$ cat src/verilog/tw_pkg.sv
// Constants, field positions and mode decoding for the timer waveform block.
// Assumes a 32-bit APB slave with byte addresses and one aligned word each.
// Overview of operation
// - A nonzero compare output mode field hands the pin to the channel.
// - Channel A non-PWM: 00 off, 01 toggle, 10 clear, 11 set on match.
// - Channel A fast PWM: 01 toggles only with high bit; 1x match/BOTTOM.
// - Fast PWM with compare equal TOP ignores match, still acts at BOTTOM.
// - Channel A phase correct: 01 toggles with high bit; 1x up/down matches.
// - Phase correct with compare equal TOP ignores match, acts at TOP.
// - Channel B non-PWM: 00 off, 01 toggle, 10 clear, 11 set on match.
// - Channel B fast PWM: 01 reserved, 10 non-inverting, 11 inverting.
// - Channel B phase correct: 01 reserved, 10 clear up/set down, 11 inverse.
// - Control bits 3:2 are reserved and always read as zero.
// - Waveform mode picks counting, TOP 0xFF or compare value A, per mode.
// - Compare values apply at once, at TOP, or at BOTTOM by mode class.
// - Overflow flag sets at MAX, BOTTOM or TOP depending on mode.
`default_nettype none
package tw_pkg;
  // Register byte offsets.
  localparam logic [7:0] ADDR_CTRL_A = 8'h00;
  localparam logic [7:0] ADDR_CTRL_B = 8'h04;
  localparam logic [7:0] ADDR_COUNT = 8'h08;
  localparam logic [7:0] ADDR_CMP_A = 8'h0C;
  localparam logic [7:0] ADDR_CMP_B = 8'h10;
  localparam logic [7:0] ADDR_IRQ_STAT = 8'h14;
  localparam logic [7:0] ADDR_IRQ_MASK = 8'h18;
  localparam logic [7:0] ADDR_PIN_DIR = 8'h1C;

  // Field positions inside the control, interrupt status and interrupt mask registers.
  localparam int CMA_MSB = 7;
  localparam int CMA_LSB = 6;
  localparam int CMB_MSB = 5;
  localparam int CMB_LSB = 4;
  localparam int WML_MSB = 1;
  localparam int WML_LSB = 0;
  localparam int HI_BIT = 0;
  localparam int RUN_BIT = 1;
  localparam int IRQ_OVF = 0;
  localparam int IRQ_CMA = 1;
  localparam int IRQ_CMB = 2;

  // Writable masks, the control reset value and the counter's MAX and BOTTOM.
  localparam logic [7:0] CTRL_A_WMASK = 8'hF3;
  localparam logic [1:0] CTRL_B_WMASK = 2'h3;
  localparam logic [2:0] IRQ_WMASK = 3'h7;
  localparam logic [7:0] CTRL_RESET = 8'h00;
  localparam logic [7:0] CNT_MAX = 8'hFF;
  localparam logic [7:0] CNT_BOTTOM = 8'h00;

  // Waveform mode codes, high bit first.
  localparam logic [2:0] WM_NORMAL = 3'h0;
  localparam logic [2:0] WM_PHASE_FF = 3'h1;
  localparam logic [2:0] WM_MATCH_CLR = 3'h2;
  localparam logic [2:0] WM_FAST_FF = 3'h3;
  localparam logic [2:0] WM_PHASE_A = 3'h5;
  localparam logic [2:0] WM_FAST_A = 3'h7;

  // Compare output mode codes.
  localparam logic [1:0] COM_OFF = 2'h0;
  localparam logic [1:0] COM_TGL = 2'h1;
  localparam logic [1:0] COM_CLR = 2'h2;
  localparam logic [1:0] COM_SET = 2'h3;

  typedef enum logic [1:0] {
    CLS_NONPWM = 2'b00,
    CLS_FAST = 2'b01,
    CLS_PHASE = 2'b10,
    CLS_RSVD = 2'b11
  } tw_cls_e;

  // Sorts a waveform mode into its counting class.
  function automatic tw_cls_e wave_class(input logic [2:0] mode);
    case (mode)
      WM_NORMAL, WM_MATCH_CLR: wave_class = CLS_NONPWM;
      WM_FAST_FF, WM_FAST_A: wave_class = CLS_FAST;
      WM_PHASE_FF, WM_PHASE_A: wave_class = CLS_PHASE;
      default: wave_class = CLS_RSVD;
    endcase
  endfunction : wave_class

  // True where compare value A is the top of the count.
  function automatic logic top_is_a(input logic [2:0] mode);
    top_is_a = (mode == WM_MATCH_CLR) || (mode == WM_PHASE_A) ||
      (mode == WM_FAST_A);
  endfunction : top_is_a
endpackage : tw_pkg
`default_nettype wire

$ cat src/verilog/tw_channel.sv
// One compare output channel: turns match and turn-around events into a pin.
// Assumes events arrive as one-cycle pulses from the counter in tw_timer.
`timescale 1ns/1ns
`default_nettype none
module tw_channel #(
  parameter bit ALLOW_TOGGLE = 1'b1
) (
  input wire logic pclk,
  input wire logic presetn,
  input wire logic [1:0] com,
  input wire tw_pkg::tw_cls_e cls,
  input wire logic hi,
  input wire logic match,
  input wire logic top_hit,
  input wire logic up,
  input wire logic eq_top,
  output logic oc
);
  typedef struct packed {
    logic oc;
  } tw_chan_s;

  tw_chan_s st_ff;
  tw_chan_s nxt_st;
  logic tgl_ok;

  // Toggle in PWM classes needs the mode high bit and a channel that has it.
  assign tgl_ok = ALLOW_TOGGLE && hi;

  // Output level decision; the turn-around event wins over a plain match.
  always_comb begin
    nxt_st = st_ff;
    case (cls)
      tw_pkg::CLS_NONPWM: begin
        if (match) begin
          case (com)
            tw_pkg::COM_TGL: nxt_st.oc = !st_ff.oc;
            tw_pkg::COM_CLR: nxt_st.oc = 1'b0;
            tw_pkg::COM_SET: nxt_st.oc = 1'b1;
            default: nxt_st.oc = st_ff.oc;
          endcase
        end
      end
      tw_pkg::CLS_FAST: begin
        if (com == tw_pkg::COM_TGL) begin
          if (tgl_ok && match) begin
            nxt_st.oc = !st_ff.oc;
          end
        end else if (com[1]) begin
          if (top_hit) begin
            nxt_st.oc = !com[0];
          end else if (match && !eq_top) begin
            nxt_st.oc = com[0];
          end
        end
      end
      tw_pkg::CLS_PHASE: begin
        if (com == tw_pkg::COM_TGL) begin
          if (tgl_ok && match) begin
            nxt_st.oc = !st_ff.oc;
          end
        end else if (com[1]) begin
          if (eq_top) begin
            if (top_hit) begin
              nxt_st.oc = !com[0];
            end
          end else if (match) begin
            nxt_st.oc = up ? com[0] : !com[0];
          end
        end
      end
      default: nxt_st = st_ff;
    endcase
  end

  // State register.
  always_ff @(posedge pclk or negedge presetn) begin
    if (!presetn) begin
      st_ff <= '0;
    end else begin
      st_ff <= nxt_st;
    end
  end

  assign oc = st_ff.oc;

  property p_nonpwm_clr;
    @(posedge pclk) disable iff (!presetn)
    (cls == tw_pkg::CLS_NONPWM) && match && (com == tw_pkg::COM_CLR)
      |=> !oc;
  endproperty
  a_nonpwm_clr: assert property (p_nonpwm_clr)
    else $error("clear on match did not clear the output");

  property p_fast_bottom;
    @(posedge pclk) disable iff (!presetn)
    (cls == tw_pkg::CLS_FAST) && com[1] && top_hit |=> oc == !$past(com[0]);
  endproperty
  a_fast_bottom: assert property (p_fast_bottom)
    else $error("fast PWM output wrong after BOTTOM");

  property p_phase_top;
    @(posedge pclk) disable iff (!presetn)
    (cls == tw_pkg::CLS_PHASE) && com[1] && eq_top && top_hit
      |=> oc == !$past(com[0]);
  endproperty
  a_phase_top: assert property (p_phase_top)
    else $error("phase correct output wrong at TOP");

  property p_no_toggle;
    @(posedge pclk) disable iff (!presetn)
    (cls != tw_pkg::CLS_NONPWM) && (com == tw_pkg::COM_TGL) && !tgl_ok
      |=> $stable(oc);
  endproperty
  a_no_toggle: assert property (p_no_toggle)
    else $error("output moved while toggle is not allowed");
endmodule : tw_channel
`default_nettype wire

$ cat src/verilog/tw_timer.sv
// Top of the 8-bit timer with waveform control, reached over APB.
// Assumes pclk at 25 MHz, a zero-wait APB master and port logic outside.
//
// The placing of the registers and the APB interface to the registers were decided locally.
`timescale 1ns/1ns
`default_nettype none
module tw_timer #(
  parameter int TICK_DIV = 1
) (
  input wire logic pclk,
  input wire logic presetn,
  input wire logic psel,
  input wire logic penable,
  input wire logic pwrite,
  input wire logic [7:0] paddr,
  input wire logic [31:0] pwdata,
  output logic [31:0] prdata,
  output logic pready,
  output logic pslverr,
  output logic irq,
  output logic compare_out_a_pin,
  output logic compare_out_a_oe,
  output logic compare_out_a_own,
  output logic compare_out_b_pin,
  output logic compare_out_b_oe,
  output logic compare_out_b_own
);
  localparam logic [15:0] DIV_LAST = 16'(TICK_DIV - 1);

  // The divider counter is 16 bits wide, so larger ratios cannot be served.
  if (TICK_DIV < 1 || TICK_DIV > 65536) begin : g_bad_div
    $error("TICK_DIV must lie between 1 and 65536");
  end

  typedef struct packed {
    logic [7:0] ctrl_a;
    logic [1:0] ctrl_b;
    logic [7:0] cnt;
    logic dn;
    logic [7:0] buf_a;
    logic [7:0] buf_b;
    logic [7:0] ocr_a;
    logic [7:0] ocr_b;
    logic [2:0] stat;
    logic [2:0] mask;
    logic [1:0] pin_dir;
    logic [7:0] rdata;
    logic [15:0] div;
  } tw_top_s;

  tw_top_s st_ff;
  tw_top_s nxt_st;

  logic [2:0] wave_mode;
  tw_pkg::tw_cls_e cls;
  logic [7:0] top;
  logic tick;
  logic top_hit;
  logic at_max;
  logic at_bot;
  logic match_a;
  logic match_b;
  logic ovf_ev;
  logic acc;
  logic wr;
  logic [2:0] clr;
  logic oc_a;
  logic oc_b;

  // Address decode for the error answer; the read mux decodes the address itself.
  function automatic logic is_mapped(input logic [7:0] addr);
    case (addr)
      tw_pkg::ADDR_CTRL_A, tw_pkg::ADDR_CTRL_B, tw_pkg::ADDR_COUNT,
      tw_pkg::ADDR_CMP_A, tw_pkg::ADDR_CMP_B, tw_pkg::ADDR_IRQ_STAT,
      tw_pkg::ADDR_IRQ_MASK, tw_pkg::ADDR_PIN_DIR: is_mapped = 1'b1;
      default: is_mapped = 1'b0;
    endcase
  endfunction : is_mapped

  // Read mux; compare registers read back the value software last wrote.
  function automatic logic [7:0] rd_mux(input logic [7:0] addr,
                                        input tw_top_s s);
    case (addr)
      tw_pkg::ADDR_CTRL_A: rd_mux = s.ctrl_a & tw_pkg::CTRL_A_WMASK;
      tw_pkg::ADDR_CTRL_B: rd_mux = {6'h00, s.ctrl_b};
      tw_pkg::ADDR_COUNT: rd_mux = s.cnt;
      tw_pkg::ADDR_CMP_A: rd_mux = s.buf_a;
      tw_pkg::ADDR_CMP_B: rd_mux = s.buf_b;
      tw_pkg::ADDR_IRQ_STAT: rd_mux = {5'h00, s.stat};
      tw_pkg::ADDR_IRQ_MASK: rd_mux = {5'h00, s.mask};
      tw_pkg::ADDR_PIN_DIR: rd_mux = {6'h00, s.pin_dir};
      default: rd_mux = 8'h00;
    endcase
  endfunction : rd_mux

  // Mode decode and the counter's reference points.
  assign wave_mode = {st_ff.ctrl_b[tw_pkg::HI_BIT],
                      st_ff.ctrl_a[tw_pkg::WML_MSB:tw_pkg::WML_LSB]};
  assign cls = tw_pkg::wave_class(wave_mode);
  assign top = tw_pkg::top_is_a(wave_mode) ? st_ff.ocr_a : tw_pkg::CNT_MAX;
  assign tick = st_ff.ctrl_b[tw_pkg::RUN_BIT] && (st_ff.div == DIV_LAST);
  assign top_hit = tick && (st_ff.cnt == top);
  assign at_max = st_ff.cnt == tw_pkg::CNT_MAX;
  assign at_bot = st_ff.cnt == tw_pkg::CNT_BOTTOM;
  assign match_a = tick && (st_ff.cnt == st_ff.ocr_a);
  assign match_b = tick && (st_ff.cnt == st_ff.ocr_b);
  assign acc = psel && penable;
  assign wr = acc && pwrite;

  // Overflow event by mode; the reserved modes stop the counter instead.
  always_comb begin
    case (cls)
      tw_pkg::CLS_NONPWM: ovf_ev = tick && at_max;
      tw_pkg::CLS_FAST: begin
        if (wave_mode == tw_pkg::WM_FAST_A) begin
          ovf_ev = top_hit;
        end else begin
          ovf_ev = tick && at_max;
        end
      end
      tw_pkg::CLS_PHASE: ovf_ev = tick && st_ff.dn && at_bot;
      default: ovf_ev = 1'b0;
    endcase
  end

  // A status read clears only the bits it returned, so a flag raised
  // between the setup and access phases is kept for the next read.
  always_comb begin
    if (acc && !pwrite && (paddr == tw_pkg::ADDR_IRQ_STAT)) begin
      clr = st_ff.rdata[2:0];
    end else begin
      clr = 3'h0;
    end
  end

  // Next state of the whole block.
  always_comb begin
    nxt_st = st_ff;

    // Prescale divider, held at zero while the timer is stopped.
    if (!st_ff.ctrl_b[tw_pkg::RUN_BIT] || (st_ff.div == DIV_LAST)) begin
      nxt_st.div = 16'h0000;
    end else begin
      nxt_st.div = st_ff.div + 16'h0001;
    end

    // Counting sequence per waveform mode.
    if (tick) begin
      case (cls)
        tw_pkg::CLS_NONPWM: begin
          if (tw_pkg::top_is_a(wave_mode) && (st_ff.cnt == top)) begin
            nxt_st.cnt = tw_pkg::CNT_BOTTOM;
          end else begin
            nxt_st.cnt = st_ff.cnt + 8'h01;
          end
        end
        tw_pkg::CLS_FAST: begin
          if (st_ff.cnt == top) begin
            nxt_st.cnt = tw_pkg::CNT_BOTTOM;
          end else begin
            nxt_st.cnt = st_ff.cnt + 8'h01;
          end
        end
        tw_pkg::CLS_PHASE: begin
          if (top == tw_pkg::CNT_BOTTOM) begin
            nxt_st.cnt = tw_pkg::CNT_BOTTOM;
          end else if (!st_ff.dn && (st_ff.cnt == top)) begin
            nxt_st.dn = 1'b1;
            nxt_st.cnt = st_ff.cnt - 8'h01;
          end else if (st_ff.dn && at_bot) begin
            nxt_st.dn = 1'b0;
            nxt_st.cnt = st_ff.cnt + 8'h01;
          end else if (st_ff.dn) begin
            nxt_st.cnt = st_ff.cnt - 8'h01;
          end else begin
            nxt_st.cnt = st_ff.cnt + 8'h01;
          end
        end
        default: nxt_st.cnt = st_ff.cnt;
      endcase
    end
    if (cls != tw_pkg::CLS_PHASE) begin
      nxt_st.dn = 1'b0;
    end

    // Compare values move from the written copy into the active copy.
    case (cls)
      tw_pkg::CLS_FAST, tw_pkg::CLS_PHASE: begin
        if (top_hit) begin
          nxt_st.ocr_a = st_ff.buf_a;
          nxt_st.ocr_b = st_ff.buf_b;
        end
      end
      default: begin
        nxt_st.ocr_a = st_ff.buf_a;
        nxt_st.ocr_b = st_ff.buf_b;
      end
    endcase

    // Sticky flags; a new event wins over the clear of a read.
    nxt_st.stat = (st_ff.stat & ~clr) | {match_b, match_a, ovf_ev};

    // Register writes complete in the access phase.
    if (wr) begin
      case (paddr)
        tw_pkg::ADDR_CTRL_A: begin
          nxt_st.ctrl_a = pwdata[7:0] & tw_pkg::CTRL_A_WMASK;
        end
        tw_pkg::ADDR_CTRL_B: begin
          nxt_st.ctrl_b = pwdata[1:0] & tw_pkg::CTRL_B_WMASK;
        end
        tw_pkg::ADDR_COUNT: nxt_st.cnt = pwdata[7:0];
        tw_pkg::ADDR_CMP_A: nxt_st.buf_a = pwdata[7:0];
        tw_pkg::ADDR_CMP_B: nxt_st.buf_b = pwdata[7:0];
        tw_pkg::ADDR_IRQ_MASK: nxt_st.mask = pwdata[2:0] & tw_pkg::IRQ_WMASK;
        tw_pkg::ADDR_PIN_DIR: nxt_st.pin_dir = pwdata[1:0];
        default: nxt_st.pin_dir = st_ff.pin_dir;
      endcase
    end

    // Read data is caught in the setup phase and held through the access.
    if (psel && !penable) begin
      nxt_st.rdata = rd_mux(paddr, st_ff);
    end
  end

  // State register; everything resets to zero, which is normal mode.
  always_ff @(posedge pclk or negedge presetn) begin
    if (!presetn) begin
      st_ff <= '0;
    end else begin
      st_ff <= nxt_st;
    end
  end

  // Channel A has the toggle option under PWM; channel B has it reserved.
  tw_channel #(
    .ALLOW_TOGGLE(1'b1)
  ) u_chan_a (
    .pclk(pclk),
    .presetn(presetn),
    .com(st_ff.ctrl_a[tw_pkg::CMA_MSB:tw_pkg::CMA_LSB]),
    .cls(cls),
    .hi(st_ff.ctrl_b[tw_pkg::HI_BIT]),
    .match(match_a),
    .top_hit(top_hit),
    .up(!st_ff.dn),
    .eq_top(st_ff.ocr_a == top),
    .oc(oc_a)
  );

  tw_channel #(
    .ALLOW_TOGGLE(1'b0)
  ) u_chan_b (
    .pclk(pclk),
    .presetn(presetn),
    .com(st_ff.ctrl_a[tw_pkg::CMB_MSB:tw_pkg::CMB_LSB]),
    .cls(cls),
    .hi(st_ff.ctrl_b[tw_pkg::HI_BIT]),
    .match(match_b),
    .top_hit(top_hit),
    .up(!st_ff.dn),
    .eq_top(st_ff.ocr_b == top),
    .oc(oc_b)
  );

  // Bus answers; the slave never inserts wait states.
  assign prdata = {24'h000000, st_ff.rdata};
  assign pready = 1'b1;
  assign pslverr = acc && !is_mapped(paddr);
  assign irq = |(st_ff.stat & st_ff.mask);

  // Pin ownership follows the mode field; the driver also needs direction.
  assign compare_out_a_own = |st_ff.ctrl_a[tw_pkg::CMA_MSB:tw_pkg::CMA_LSB];
  assign compare_out_b_own = |st_ff.ctrl_a[tw_pkg::CMB_MSB:tw_pkg::CMB_LSB];
  assign compare_out_a_oe = compare_out_a_own && st_ff.pin_dir[0];
  assign compare_out_b_oe = compare_out_b_own && st_ff.pin_dir[1];
  assign compare_out_a_pin = oc_a;
  assign compare_out_b_pin = oc_b;

  // Checks on the register interface, the counter and the flags.
  property p_own_a;
    @(posedge pclk) disable iff (!presetn)
    wr && (paddr == tw_pkg::ADDR_CTRL_A) && (pwdata[7:6] != 2'b00)
      |=> compare_out_a_own;
  endproperty
  a_own_a: assert property (p_own_a)
    else $error("nonzero mode field did not take the pin");

  property p_rsvd_read;
    @(posedge pclk) disable iff (!presetn)
    acc && !pwrite && (paddr == tw_pkg::ADDR_CTRL_A) |-> prdata[3:2] == 2'b00;
  endproperty
  a_rsvd_read: assert property (p_rsvd_read)
    else $error("reserved control bits read nonzero");

  property p_rsvd_write;
    @(posedge pclk) disable iff (!presetn)
    wr && (paddr == tw_pkg::ADDR_CTRL_A)
      |=> st_ff.ctrl_a == ($past(pwdata[7:0]) & tw_pkg::CTRL_A_WMASK);
  endproperty
  a_rsvd_write: assert property (p_rsvd_write)
    else $error("control write stored the wrong value");

  property p_clr_wrap;
    @(posedge pclk) disable iff (!presetn)
    tick && (wave_mode == tw_pkg::WM_MATCH_CLR) &&
      (st_ff.cnt == st_ff.ocr_a) && !(wr && (paddr == tw_pkg::ADDR_COUNT))
      |=> st_ff.cnt == 8'h00;
  endproperty
  a_clr_wrap: assert property (p_clr_wrap)
    else $error("clear on match mode did not wrap at compare A");

  property p_fast_hold;
    @(posedge pclk) disable iff (!presetn)
    (cls == tw_pkg::CLS_FAST) && !top_hit ##1 (cls == tw_pkg::CLS_FAST)
      |-> st_ff.ocr_a == $past(st_ff.ocr_a);
  endproperty
  a_fast_hold: assert property (p_fast_hold)
    else $error("fast PWM compare value changed away from BOTTOM");

  property p_ovf_max;
    @(posedge pclk) disable iff (!presetn)
    tick && (wave_mode == tw_pkg::WM_NORMAL) && at_max
      |=> st_ff.stat[tw_pkg::IRQ_OVF];
  endproperty
  a_ovf_max: assert property (p_ovf_max)
    else $error("overflow flag not set at MAX");

  property p_ovf_phase;
    @(posedge pclk) disable iff (!presetn)
    tick && (cls == tw_pkg::CLS_PHASE) && st_ff.dn && at_bot
      |=> st_ff.stat[tw_pkg::IRQ_OVF] ##1
      (st_ff.stat[tw_pkg::IRQ_OVF] || $past(clr[0]));
  endproperty
  a_ovf_phase: assert property (p_ovf_phase)
    else $error("overflow flag not set at BOTTOM in phase correct");

  property p_phase_hold;
    @(posedge pclk) disable iff (!presetn)
    (cls == tw_pkg::CLS_PHASE) && !top_hit ##1 (cls == tw_pkg::CLS_PHASE)
      |-> st_ff.ocr_b == $past(st_ff.ocr_b);
  endproperty
  a_phase_hold: assert property (p_phase_hold)
    else $error("phase correct compare value changed away from TOP");
endmodule : tw_timer
`default_nettype wire
$ cat config.mk
export PLATFORM = sky130hd
export DESIGN_NAME = tw_timer
export DESIGN_NICKNAME = d
export VERILOG_FILES = /design/src/verilog/tw_pkg.sv /design/src/verilog/tw_channel.sv /design/src/verilog/tw_timer.sv
export SDC_FILE = /design/constraint.sdc
export NUM_CORES = 1
export LEC_CHECK = 0
export ABC_AREA = 1
export BUFFER_PORTS_ARGS = -buffer_cell sky130_fd_sc_hd__buf_2
export CORE_MARGIN = 2
export CORE_UTILIZATION = 35
export CTS_CLUSTER_DIAMETER = 40
export CTS_CLUSTER_SIZE = 12
export DETAILED_ROUTE_END_ITERATION = 6
export PLACE_DENSITY_LB_ADDON = 0.2
export SLEW_MARGIN = 20
export SYNTH_ARGS = -nofsm -noshare
export SYNTH_HDL_FRONTEND = slang
export SYNTH_SLANG_ARGS = --single-unit
$ cat constraint.sdc
create_clock -name pclk -period 2.1 [get_ports pclk]
set_input_delay 0.105 -clock pclk [delete_from_list [all_inputs] [get_ports pclk]]
set_output_delay 0.105 -clock pclk [all_outputs]
set_load 0.1 [all_outputs]
Yosys cells after proc, flatten, opt, wreduce, memory -nomap -nowiden --
Memory sizes are Yosys's and may differ from the RTL's. Index checks and enable logic that the tools add are counted.
Operators by class: add/sub/neg operators 3, reduce and logical (&&, ||, !) cells 62, multiplexer cells 51, equality and inequality tests 45, bitwise logic cells 4
Operators by type and width (number):
- 2-to-1 mux 8 bit | 8
- one-hot mux 8 bit (8 select lines) | 1
- 2-to-1 mux 16 bit | 3
- == test 8 bit | 5
- == test 8 x 5 -> 1 bit, second input constant | 4
- 2-to-1 mux 1 bit | 29
- logical NOT 8 bit | 3
- one-hot mux 8 bit (3 select lines) | 1
- logical AND 1 bit | 21
- 2-to-1 mux 9 bit | 2
- adder 16 x 1 -> 16 bit, second input constant | 1
- == test 8 x 4 -> 1 bit, second input constant | 2
- logical NOT 16 bit | 1
- inequality test 2 bit, second input constant | 8
- one-hot mux 1 bit (3 select lines) | 5
- inequality test 3 x 2 -> 1 bit, second input constant | 4
- AND reduction 2 bit | 6
- OR reduction 2 bit | 6
- logical NOT 1 bit | 11
- == test 2 bit, second input constant | 5
- AND reduction 10 bit | 1
- adder 8 x 1 -> 8 bit, second input constant | 1
- == test 8 x 3 -> 1 bit, second input constant | 1
- == test 8 bit, second input constant | 1
- other kinds (24) | 35
Storage, ports and cells: input bits 45, bits in read-only memories 32, output and inout port bits 41, memories 1, word-level logic and storage cells 181, flip-flop bits (word level) 83
Memory list:
- (no name shown) | depth 32, bits a word 1, read ports 1, clocked after memory_dff 0, wr ports 0, line tw_timer.sv:72 | case (addr)

Depth between registers and ports, before layout --
Gate-level depths: netlist of the first run.
word-level depth 12, gate-level depth with buffers 18, depth with buffers taken out 16

Modules after synthesis --
A second synthesis of the first run with hierarchy kept.
Second synthesis, totals: cell total of the unflattened synthesis 839, area, all modules 5836.8 µm²
Modules (own cells, without submodules):
- tw_timer | cells an instance 741, sequential area each 2026.9 µm², area an instance 5262.5 µm², instances 1
- tw_channel (u_chan_a) | cells an instance 54, sequential area each 25.0 µm², area an instance 310.3 µm², instances 1
- tw_channel (u_chan_b) | cells an instance 44, sequential area each 25.0 µm², area an instance 264.0 µm², instances 1

Worst setup path before layout of the first run --
No wires, ideal clock.
kind reg-to-output, start register st_ff[79] (netlist bit), end output port compare_out_b_oe, data required time 1.995 ns, cell stages (with the launch flop) 4, buffers on the path 0, arrival time 2.000 ns, setup slack -0.005 ns, cell sequence dfrtp_1 > inv_1 > ha_1 > nor2_1
Between the ends: word-level cells in the longest chain between the ends 2
RTL lines:
- start: declaration | line tw_timer.sv:51 | tw_top_s st_ff;
- start signal: assignment | line tw_timer.sv:232 | st_ff <= nxt_st;
- OR reduction 2 bit | line tw_timer.sv:275 | assign compare_out_b_own = |st_ff.ctrl_a[tw_pkg::CMB_MSB:tw_pkg::CMB_LSB];
- logical AND 1 bit | line tw_timer.sv:277 | assign compare_out_b_oe = compare_out_b_own && st_ff.pin_dir[1];
- end: declaration | line tw_timer.sv:25 | output logic compare_out_b_oe,
Every way passes these cells.

Final worst setup path of the first run --
start register st_ff[73] (netlist bit), end register u_chan_b.st_ff (netlist: u_chan_b.oc)
Between the ends: word-level cells in the longest chain between the ends 10, elaborated cells on any way between the ends 39, those cells by class 18 x eq/ne; 9 x mux; 12 x reduce/logical
RTL lines:
- == test 3 x 2 -> 1 bit or == test 3 bit (tied branches) | line tw_pkg.sv:73, tw_pkg.sv:83
- logical OR 1 bit (2 in series) | line tw_pkg.sv:83 | top_is_a = (mode == WM_MATCH_CLR) || (mode == WM_PHASE_A) ||
- 2-to-1 mux 8 bit | line tw_timer.sv:100 | assign top = tw_pkg::top_is_a(wave_mode) ? st_ff.ocr_a : tw_pkg::CNT_MAX;
- == test 8 bit | line tw_timer.sv:102 | assign top_hit = tick && (st_ff.cnt == top);
- logical AND 1 bit | line tw_timer.sv:102
- 2-to-1 mux 1 bit | line tw_channel.sv:50 | if (top_hit) begin
- 2-to-1 mux 1 bit | line tw_channel.sv:49 | end else if (com[1]) begin
- 2-to-1 mux 1 bit | line tw_channel.sv:45 | if (com == tw_pkg::COM_TGL) begin
- one-hot mux 1 bit (3 select lines) | line tw_channel.sv:33 | case (cls)
- end signal: assignment | line tw_channel.sv:81 | st_ff <= nxt_st;
- end: declaration | line tw_channel.sv:23 | tw_chan_s st_ff;
Several ways; a longest one is shown, not always the timed one. The select of a mux whose other input is x is not followed. A chain may end at the register's enable or synchronous reset.

==> results of run 1 <==
[Yosys cell counts (2+ instances only)]
master / instances
nand3_1: 44
xor2_1: 25
nor2_1: 48
clkbuf_1: 8
nand2_4: 2
nor2_4: 2
nand2_1: 190
a221oi_1: 8
buf_6: 3
o22ai_1: 6
buf_4: 35
or2_2: 5
o31ai_1: 2
inv_1: 103
a21oi_2: 6
nor3b_1: 10
nand4_1: 9
o21ai_0: 69
nand2_2: 5
ha_1: 11
a21oi_1: 22
conb_1: 2
o221ai_1: 2
nor3_1: 18
a31oi_1: 2
dfrtp_1: 83
nor4_1: 9
xnor2_1: 7
o21ai_2: 4
[power by group]
group	switching, uW	internal, uW	total [uW]
Sequential	101	1660	1760
Combinational	949	503	1450
Clock	729	936	1660
Total	1780	3100	4880
[cells by family (layout without fill, tap and decap cells)]
logic type | count (synthesis) | after routing | synth area share (%)
AO/OA/AOI/OAI | 125 | 125 | 13.22
XOR/XNOR | 32 | 32 | 5.087
adder cells (fa/ha/maj) | 11 | 11 | 2.498
buffers and inverters | 154 | 209 | 13.54
flip-flops | 83 | 83 | 37.70
other | 2 | 25 | 0.1363
AND/OR/NAND/NOR | 346 | 349 | 27.82
[worst paths after layout]
check | start | to | cells after the start
max | st_ff[73] | u_chan_b.oc | 15
min | pwdata[5] | st_ff[70] | 3
max reg2reg | st_ff[73] | u_chan_b.oc | 15
min reg2reg | prdata[6] | prdata[6] | 2
max in group asynchronous | presetn | st_ff[73] | 3
min in group asynchronous | presetn | st_ff[2] | 2
[placed cells by master, fill, tap and decap left out, types with 10 or more instances in the layout]
| cell type | synthesis | routed |
|---|---|---|
| a21oi_1 | 22 | 22 |
| buf_2 | 1 | 35 |
| buf_4 | 35 | 49 |
| conb_1 | 2 | 25 |
| dfrtp_1 | 83 | 80 |
| ha_1 | 11 | 11 |
| inv_1 | 103 | 99 |
| nand2_1 | 190 | 170 |
| nand2_2 | 5 | 19 |
| nand3_1 | 44 | 34 |
| nand3_2 | 1 | 10 |
| nor2_1 | 48 | 42 |
| nor3_1 | 18 | 12 |
| nor3b_1 | 10 | 10 |
| o21ai_0 | 69 | 66 |
| xor2_1 | 25 | 25 |
[critical path: cells and delay by family, from the launching register on]
kind                      cells  cell delay, ps
xor gates and xnor gates      1             150
buffers and inverters         1              80
DFF                           1             460
and+or+nand+nor              13            1290
[sequential cells by signal (all words and copies together), names as in the netlist]
| name | flops |
|---|---|
| prdata | 8 |
| u_chan_b.oc | 1 |
| st_ff | 73 |
| u_chan_a.oc | 1 |
[timing repair]
item / in CTS / in global routing
pin swaps: 0 / 27
cloned: 0 / 3
hold buffers: 2 / 0
endpoints found under the setup margin: 5 / 29
resized for setup: 2 / 69
setup buffers: 0 / 10
hold endpoints to repair: 27 / 0
[layer usage]
| layer | track usage, % | vias to the layer above | wire length (um) |
|---|---|---|---|
| met4 | 4.870 | 0 | 218 |
| met1 | 26.09 | 2409 | 7493 |
| li1 | - | 2549 | - |
| met2 | 32.29 | 93 | 7847 |
| met3 | 3.922 | 16 | 580 |
| met5 | 0 | - | 0 |
[area by class of cell]
type / count / area, um2 / share of cell area, %
Multi-Input combinational cell: 542 / 3062 / 45.61
Sequential cell: 83 / 2081 / 31.00
Timing Repair Buffer: 89 / 614.3 / 9.152
Inverter: 104 / 390.4 / 5.815
Tap cell: 211 / 264.0 / 3.933
Clock buffer: 10 / 229.0 / 3.411
Clock inverter: 6 / 72.57 / 1.081
[per-stage QoR]
step / power, uW / instances / TNS [ps]
3_3_place_gp: 3097 / 1014 / 0
5_1_grt: 5138 / 1045 / -296.5
4_1_cts: 4785 / 1032 / 0
3_5_place_dp: 3103 / 1014 / -25.79
6_report: 4880 / 1045 / 0
2_1_floorplan: 2781 / 776 / 0
==> metrics.txt, run 1 <==
P per Cell Area=around 730 mW/mm2; layout cells sized above 1=~22%; slowest CP cell=dfrtp_2; vias in the first global route=about 4700; RSZ-0062 raised after global routing=yes; largest net degree at the start of global routing=40; slowest cell delay on critical path=460 ps; wire length of the first global-routing pass=between 20000 and 25000 um; count of final setup violators=0; GRT overflow=0; fmax=478.0 MHz; final hold vios=0; Placer Congestion=0.8386; Hold WC Path Type=primary input to register; Initial DRT Pass Iterations=5; Synth top area share=37.70%; FFs w/ async S/R, synth=100.0%; Core Area=0.01531 mm2; H-tree depth=3; remaining antenna violation count=0; dominant cell type by area after synthesis=dfrtp_1; worst clock skew=9.563 ps; placed inst area=approximately 0.0060 mm2; Hold Worst Slack=17.80 ps; worst vdd ir=0.4809 mV; CTS clk-pin slew, worst paths=70 ps; max cap viols=0; die area=approximately 0.017 mm2; die height=129.5 um; Netlist Area Pre-Place=0.005509 mm2; Synth Flop Type=dfrtp_1; Avg Inst Size Synth=7.316 um2; final WL=~16000 um; initial antenna violation count=0; hpwl dp=11860 um; CTS Buffer Depth=2; DR DRC count=0; initial core utilization=35.97%; crit-path cells=nor2_4 -> nand2_4 -> nand2_8 -> nand2_2 -> xor2_1 -> inv_1 -> nand2_2 -> nor2_4 -> nand2_2 -> nand2_1 -> nand3_2 -> nand2_2 -> nand2_1 -> nor2_1 -> nor2_1; Final #Nets=885; Worst-Margin Slew=534.7 ps; synth top area cells=dfrtp_1 (38%), nand2_1 (13%), inv_1 (7.0%); # fillers=1612; Iteration-0 DRC Markers=347; fin area=0.006713 mm2; Yosys warnings=0; PortBufs=36; setup ws final=8.122 ps; WL/cell=15.44 um; Antenna diodes=0; synth-to-layout area growth=21.85%; Slew HR=64.27%; Worst setup EP type=register; Via Count=5067; crit start category=register; aggregate global-route resource usage=19.44%; TritonCTS Sinks=just over 80; I/O pins=86; row cnt=45; Post-Synthesis Cells=753; clk_lat worst skew=between 300 and 400 ps; Num CTS Buffers=9; final core utilization=43.83%; most frequent CP cell=nand2_2; EDFF count, synth=0; CP Data Required Time=2340 ps; vias per cell=approximately 4.8; max-slew violations=0; register area share after synthesis=between 30% and 40%; post-place setup slack=-11.06 ps; R2R Setup Slk=around 8.1 ps; period utilisation layout=roughly 100%; Leakage=0.003155 uW; chip width=129.5 um; Synth cell types=42; clock root buffer=clkbuf_16; crit path time final=2092 ps; Worst Path Max Fanout=5; status=finished, final reports clean; number of synthesized register bits=a little over 80; WS Path Type=register to register; CP arrival=2330 ps; CTS tree=yes
Power figures use the tool's default switching activity.
==> inputs of run 2 (changes only) <==
- CORE_MARGIN: 2 -> 5
==> metrics.txt, run 2 (synthesized netlist as in run 1, its figures left out) <==
status=complete, but fails checks; failing checks=negative setup slack; Worst Path Max Fanout=7; remaining antenna violation count=0; Antenna diodes=0; crit path from=st_ff[75]; post-route setup TNS=-0.5695 ps; post-place setup slack=-16.47 ps; crit path time final=approximately 2100 ps; Core Area=0.01531 mm2; hpwl dp=roughly 12000 um; final WL=15970 um; Hold WC Path Type=primary input to register; hold path start=pwdata[5]; grt met1 use=24.16%; Register-to-Register Path Depth=16; crit start category=register; Hold Worst Slack=15.00 ps; initial core utilization=35.97%; count of final setup violators=1; chip width=135.5 um; PortBufs=36; max-slew violations=0; H-tree depth=3; most common cell after layout, fill and taps aside=nand2_1; Final Power=5096 uW; DR DRC count=0; WS Path Type=register to register; RSZ-0062 raised after global routing=yes; Pint=3365 uW; Flop pwr share=34.2%; Iteration-0 DRC Markers=between 300 and 400; Num CTS Buffers=9; CP arrival=2370 ps; Reg2Reg Launch Point=st_ff[75]; Via Count=5040; I/O pins=86; TritonCTS Sinks=slightly above 80; Switching Fraction=roughly 34%; wire length of the first global-routing pass=25610 um; Critical Path Sink=st_ff[71]; GRT Max-Usage Layer=met2; final hold vios=0; aggregate global-route resource usage=17.77%; max cap viols=0; power share of the clock group=37.8%; CTS Buffer Depth=2; synth-to-layout area growth=21.53%; largest net degree at the start of global routing=64; worst vdd ir=0.3970 mV; Placer Congestion=0.8664; largest register by flop count=st_ff; CP Data Required Time=2370 ps; commonest non-fill, non-tap cells in the layout=nand2_1 (176), inv_1 (102), dfrtp_1 (81); GRT overflow=0; row cnt=45; combinational group share of total power=~28%; WL/cell=roughly 15 um; CTS tree=yes; GR Util met3=3.120%; Sw Pwr=1730 uW; Worst-Margin Slew=just over 500 ps; reg-to-reg critical path endpoint=st_ff[71]; initial antenna violation count=0; P per Cell Area=between 700 and 800 mW/mm2; R2R Setup Slk=-0.6 ps; worst clock skew=10.77 ps; clk_lat worst skew=350 ps; Worst setup EP type=register; vias per cell=around 4.8; layout cells sized above 1=20.53%; CTS clk-pin slew, worst paths=70 ps; die area=0.01835 mm2; clock root buffer=clkbuf_16; Initial DRT Pass Iterations=4; fmax=476.1 MHz; Leakage=about 0.0032 uW; period utilisation layout=100.0%; Largest register FFs=73; Slew HR=about two thirds; Final #Nets=889; die height=135.5 um; vias in the first global route=4862; GRT met2 Usage=28.37%; setup ws final=-0.5695 ps
-- run 2: routing by layer --
metal  part of all wire, %  vias to the layer above
li1                      -                     2540
met2                    47                      102
met3                   3.5                       28
met5                     0                        -
met4                   2.9                        0
met1                    47                     2370
-- run 2: layout make-up --
| cell class | count | area, um2 |
|---|---|---|
| fill | 1623 | 8620 |
| clock inverter | 6 | 118.9 |
| clock buffer | 10 | 239.0 |
| sequential | 83 | 2079 |
| inverter | 104 | 392.9 |
| multi-input combinational | 541 | 2942 |
| timing repair buffer | 94 | 659.4 |
| tap | 211 | 264.0 |
-- run 2: per-stage QoR --
stage               area (um2)  cells  util, %
global placement          6067   1020    39.62
CTS                       6550   1045    42.77
global route              6695   1049    43.72
detailed placement        6067   1020    39.62
floorplan                 5598    776        -
finish                    6695   1049    43.72
-- run 2: critical path: stages (launching register included) --
cell and delay [ps]:
dfrtp_2 450, nor2_4 150, nand2_4 80, nand2_4 100
buf_6 150, nand3_2 70, nand2_2 70, nand2_2 70
nor2_4 190, nand2_2 90, nand2_4 110, nand2_4 80
nand2_2 90, nand3_2 60, nand2_2 80, nand2_2 50
a21oi_2 130
-- run 2: how the worst min path moves through the flow --
stage                end  cells after the start  slack (ps)
6_report       st_ff[70]                      3          10
5_1_grt        st_ff[70]                      3          20
4_1_cts        st_ff[72]                      3           7
3_5_place_dp    st_ff[1]                      1          20
3_3_place_gp    st_ff[1]                      1          20
2_1_floorplan  prdata[0]                      0        -190
-- run 2: repair_timing --
item | 4_1_cts | 5_1_grt
resized for setup | 17 | 35
pin swaps | 7 | 21
endpoints found under the hold margin | 21 | 0
cloned | 2 | 0
setup endpoints to repair | 8 | 30
hold buffers | 2 | 0
setup buffers | 5 | 4
-- run 2: power groups by stage --
stage,clock network (uW),registers [uW],logic [uW]
after floorplan,0,1730,1050
after global placement,0,1770,1310
after detailed placement,0,1780,1310
after CTS,1970,1740,1390
after global routing,2020,1760,1560
final,1920,1740,1430
==> inputs of run 3 (changes only) <==
- ABC_CLOCK_PERIOD_IN_PS: not set -> 2100
- CORE_UTILIZATION: 35 -> 45
==> metrics.txt, run 3 (synthesized netlist as in run 1, its figures left out) <==
WS Path Type=register to register; Pint=3115 uW; I/O pins=86; RSZ-0062 raised after global routing=yes; power share of the clock group=between 30 and 40%; max-slew violations=0; layout cells sized above 1=20.24%; die height=120.6 um; commonest non-fill, non-tap cells in the layout=nand2_1 (174), inv_1 (100), dfrtp_1 (81); post-place setup slack=-23.15 ps; Leakage=0.003102 uW; CP Data Required Time=2330 ps; Hold WC Path Type=primary input to register; failing checks=negative setup slack; crit path time final=roughly 2100 ps; row cnt=40; final hold vios=0; setup ws final=-8.192 ps; CP arrival=2340 ps; crit start category=register; largest net degree at the start of global routing=43; clk_lat worst skew=350 ps; combinational group share of total power=29.8%; hpwl dp=11630 um; wire length of the first global-routing pass=24890 um; Slew HR=a little over three fifths; Flop pwr share=a little over a third; Largest register FFs=73; chip width=120.6 um; largest register by flop count=st_ff; Placer Congestion=~0.97; PortBufs=36; post-route setup TNS=-12.99 ps; P per Cell Area=742.5 mW/mm2; Antenna diodes=0; CTS clk-pin slew, worst paths=70 ps; Iteration-0 DRC Markers=442; vias in the first global route=4918; Initial DRT Pass Iterations=5; worst vdd ir=0.3982 mV; Worst-Margin Slew=551.8 ps; Sw Pwr=1742 uW; max cap viols=0; most common cell after layout, fill and taps aside=nand2_1; Final #Nets=876; period utilisation layout=100.4%; Num CTS Buffers=9; synth-to-layout area growth=18.74%; Final Power=4857 uW; vias per cell=5.439; aggregate global-route resource usage=a little over a fifth; initial core utilization=a little under half; initial antenna violation count=0; remaining antenna violation count=0; H-tree depth=3; TritonCTS Sinks=83; CTS tree=yes; worst clock skew=roughly 8 ps; Core Area=0.01201 mm2; CTS Buffer Depth=2; fmax=474.3 MHz; Worst setup EP type=register; Worst Path Max Fanout=8; final WL=16140 um; GRT overflow=0; DR DRC count=0; status=complete, but fails checks; Via Count=about 5300; count of final setup violators=2; WL/cell=between 15 and 20 um; die area=0.01456 mm2; Switching Fraction=a little over a third; clock root buffer=clkbuf_16
-- run 3: cell types whose count changed in the layout (fill, tap and decap cells not counted), sizes merged --
cell      previous run  this run
buf                 92        78
bufinv               3         1
clkinvlp             0         2
inv                106       104
clkbuf              10        11
clkinv               1         2
nand2              199       200
-- run 3: timing repair --
item | in CTS | in global routing
endpoints found under the hold margin | 60 | 0
buffers inserted | 0 | 9
hold buffers | 2 | 0
gates cloned | 0 | 4
pin swaps | 0 | 15
gates resized for setup | 3 | 62
endpoints found under the setup margin | 10 | 30
-- run 3: through the flow --
stage,instance area (um2),cells,hold slack [ps],utilization (%)
2_1_floorplan,5598,776,-190.6,-
3_3_place_gp,5874,941,-5.910,48.91
3_5_place_dp,5874,941,-0.3771,48.91
4_1_cts,6217,959,9.118,51.76
5_1_grt,6541,972,27.49,54.46
6_report,6541,972,20.98,54.46
-- run 3: final timing paths --
check / from / end / slack [ps] / depth (start not counted)
worst min register to register: st_ff[24] / st_ff[24] / 490 / 2
max in group asynchronous: presetn / st_ff[72] / 1300 / 3
worst max-delay path: st_ff[73] / u_chan_b.oc / -8 / 15
worst max register to register: st_ff[73] / u_chan_b.oc / -8 / 15
worst min-delay path: pwdata[4] / st_ff[69] / 20 / 3
min in group asynchronous: presetn / st_ff[28] / 170 / 2
-- run 3: metal layers --
| metal | GRT usage (%) | vias up | routed length (um) |
|---|---|---|---|
| met4 | 8.640 | 0 | 516 |
| met2 | 36.60 | 197 | 7862 |
| met1 | 27.25 | 2535 | 6786 |
| met3 | 4.163 | 36 | 970 |
| met5 | 0 | - | 0 |
| li1 | - | 2519 | - |
-- run 3: critical path, stage by stage, from the launching register on --
cell and delay, ps:
dfrtp_2 460, nor2_4 160, nand2_4 130, nand2_8 120
nand3_1 70, nand2_1 90, nand2_2 70, nor2_4 180
buf_6 130, nand3_4 100, inv_1 130, nand2_1 60
nand3_1 60, nand3_1 70, nor2_1 100, nor2_1 50
-- run 3: power by group through the flow --
stage | registers, uW | clock network (uW) | logic [uW]
floorplan | 1730 | 0 | 1050
CTS | 1760 | 1660 | 1290
detailed placement | 1790 | 0 | 1280
global route | 1770 | 1740 | 1570
global placement | 1790 | 0 | 1250
finish | 1760 | 1640 | 1450
-- run 3: cell type report --
class / count / area [um2]
Fill cell: 1145 / 5470
Multi-Input combinational cell: 542 / 3029
Sequential cell: 83 / 2079
Timing Repair Buffer: 80 / 551.8
Inverter: 104 / 394.1
Clock buffer: 11 / 242.7
Tap cell: 147 / 183.9
Clock inverter: 5 / 60.06
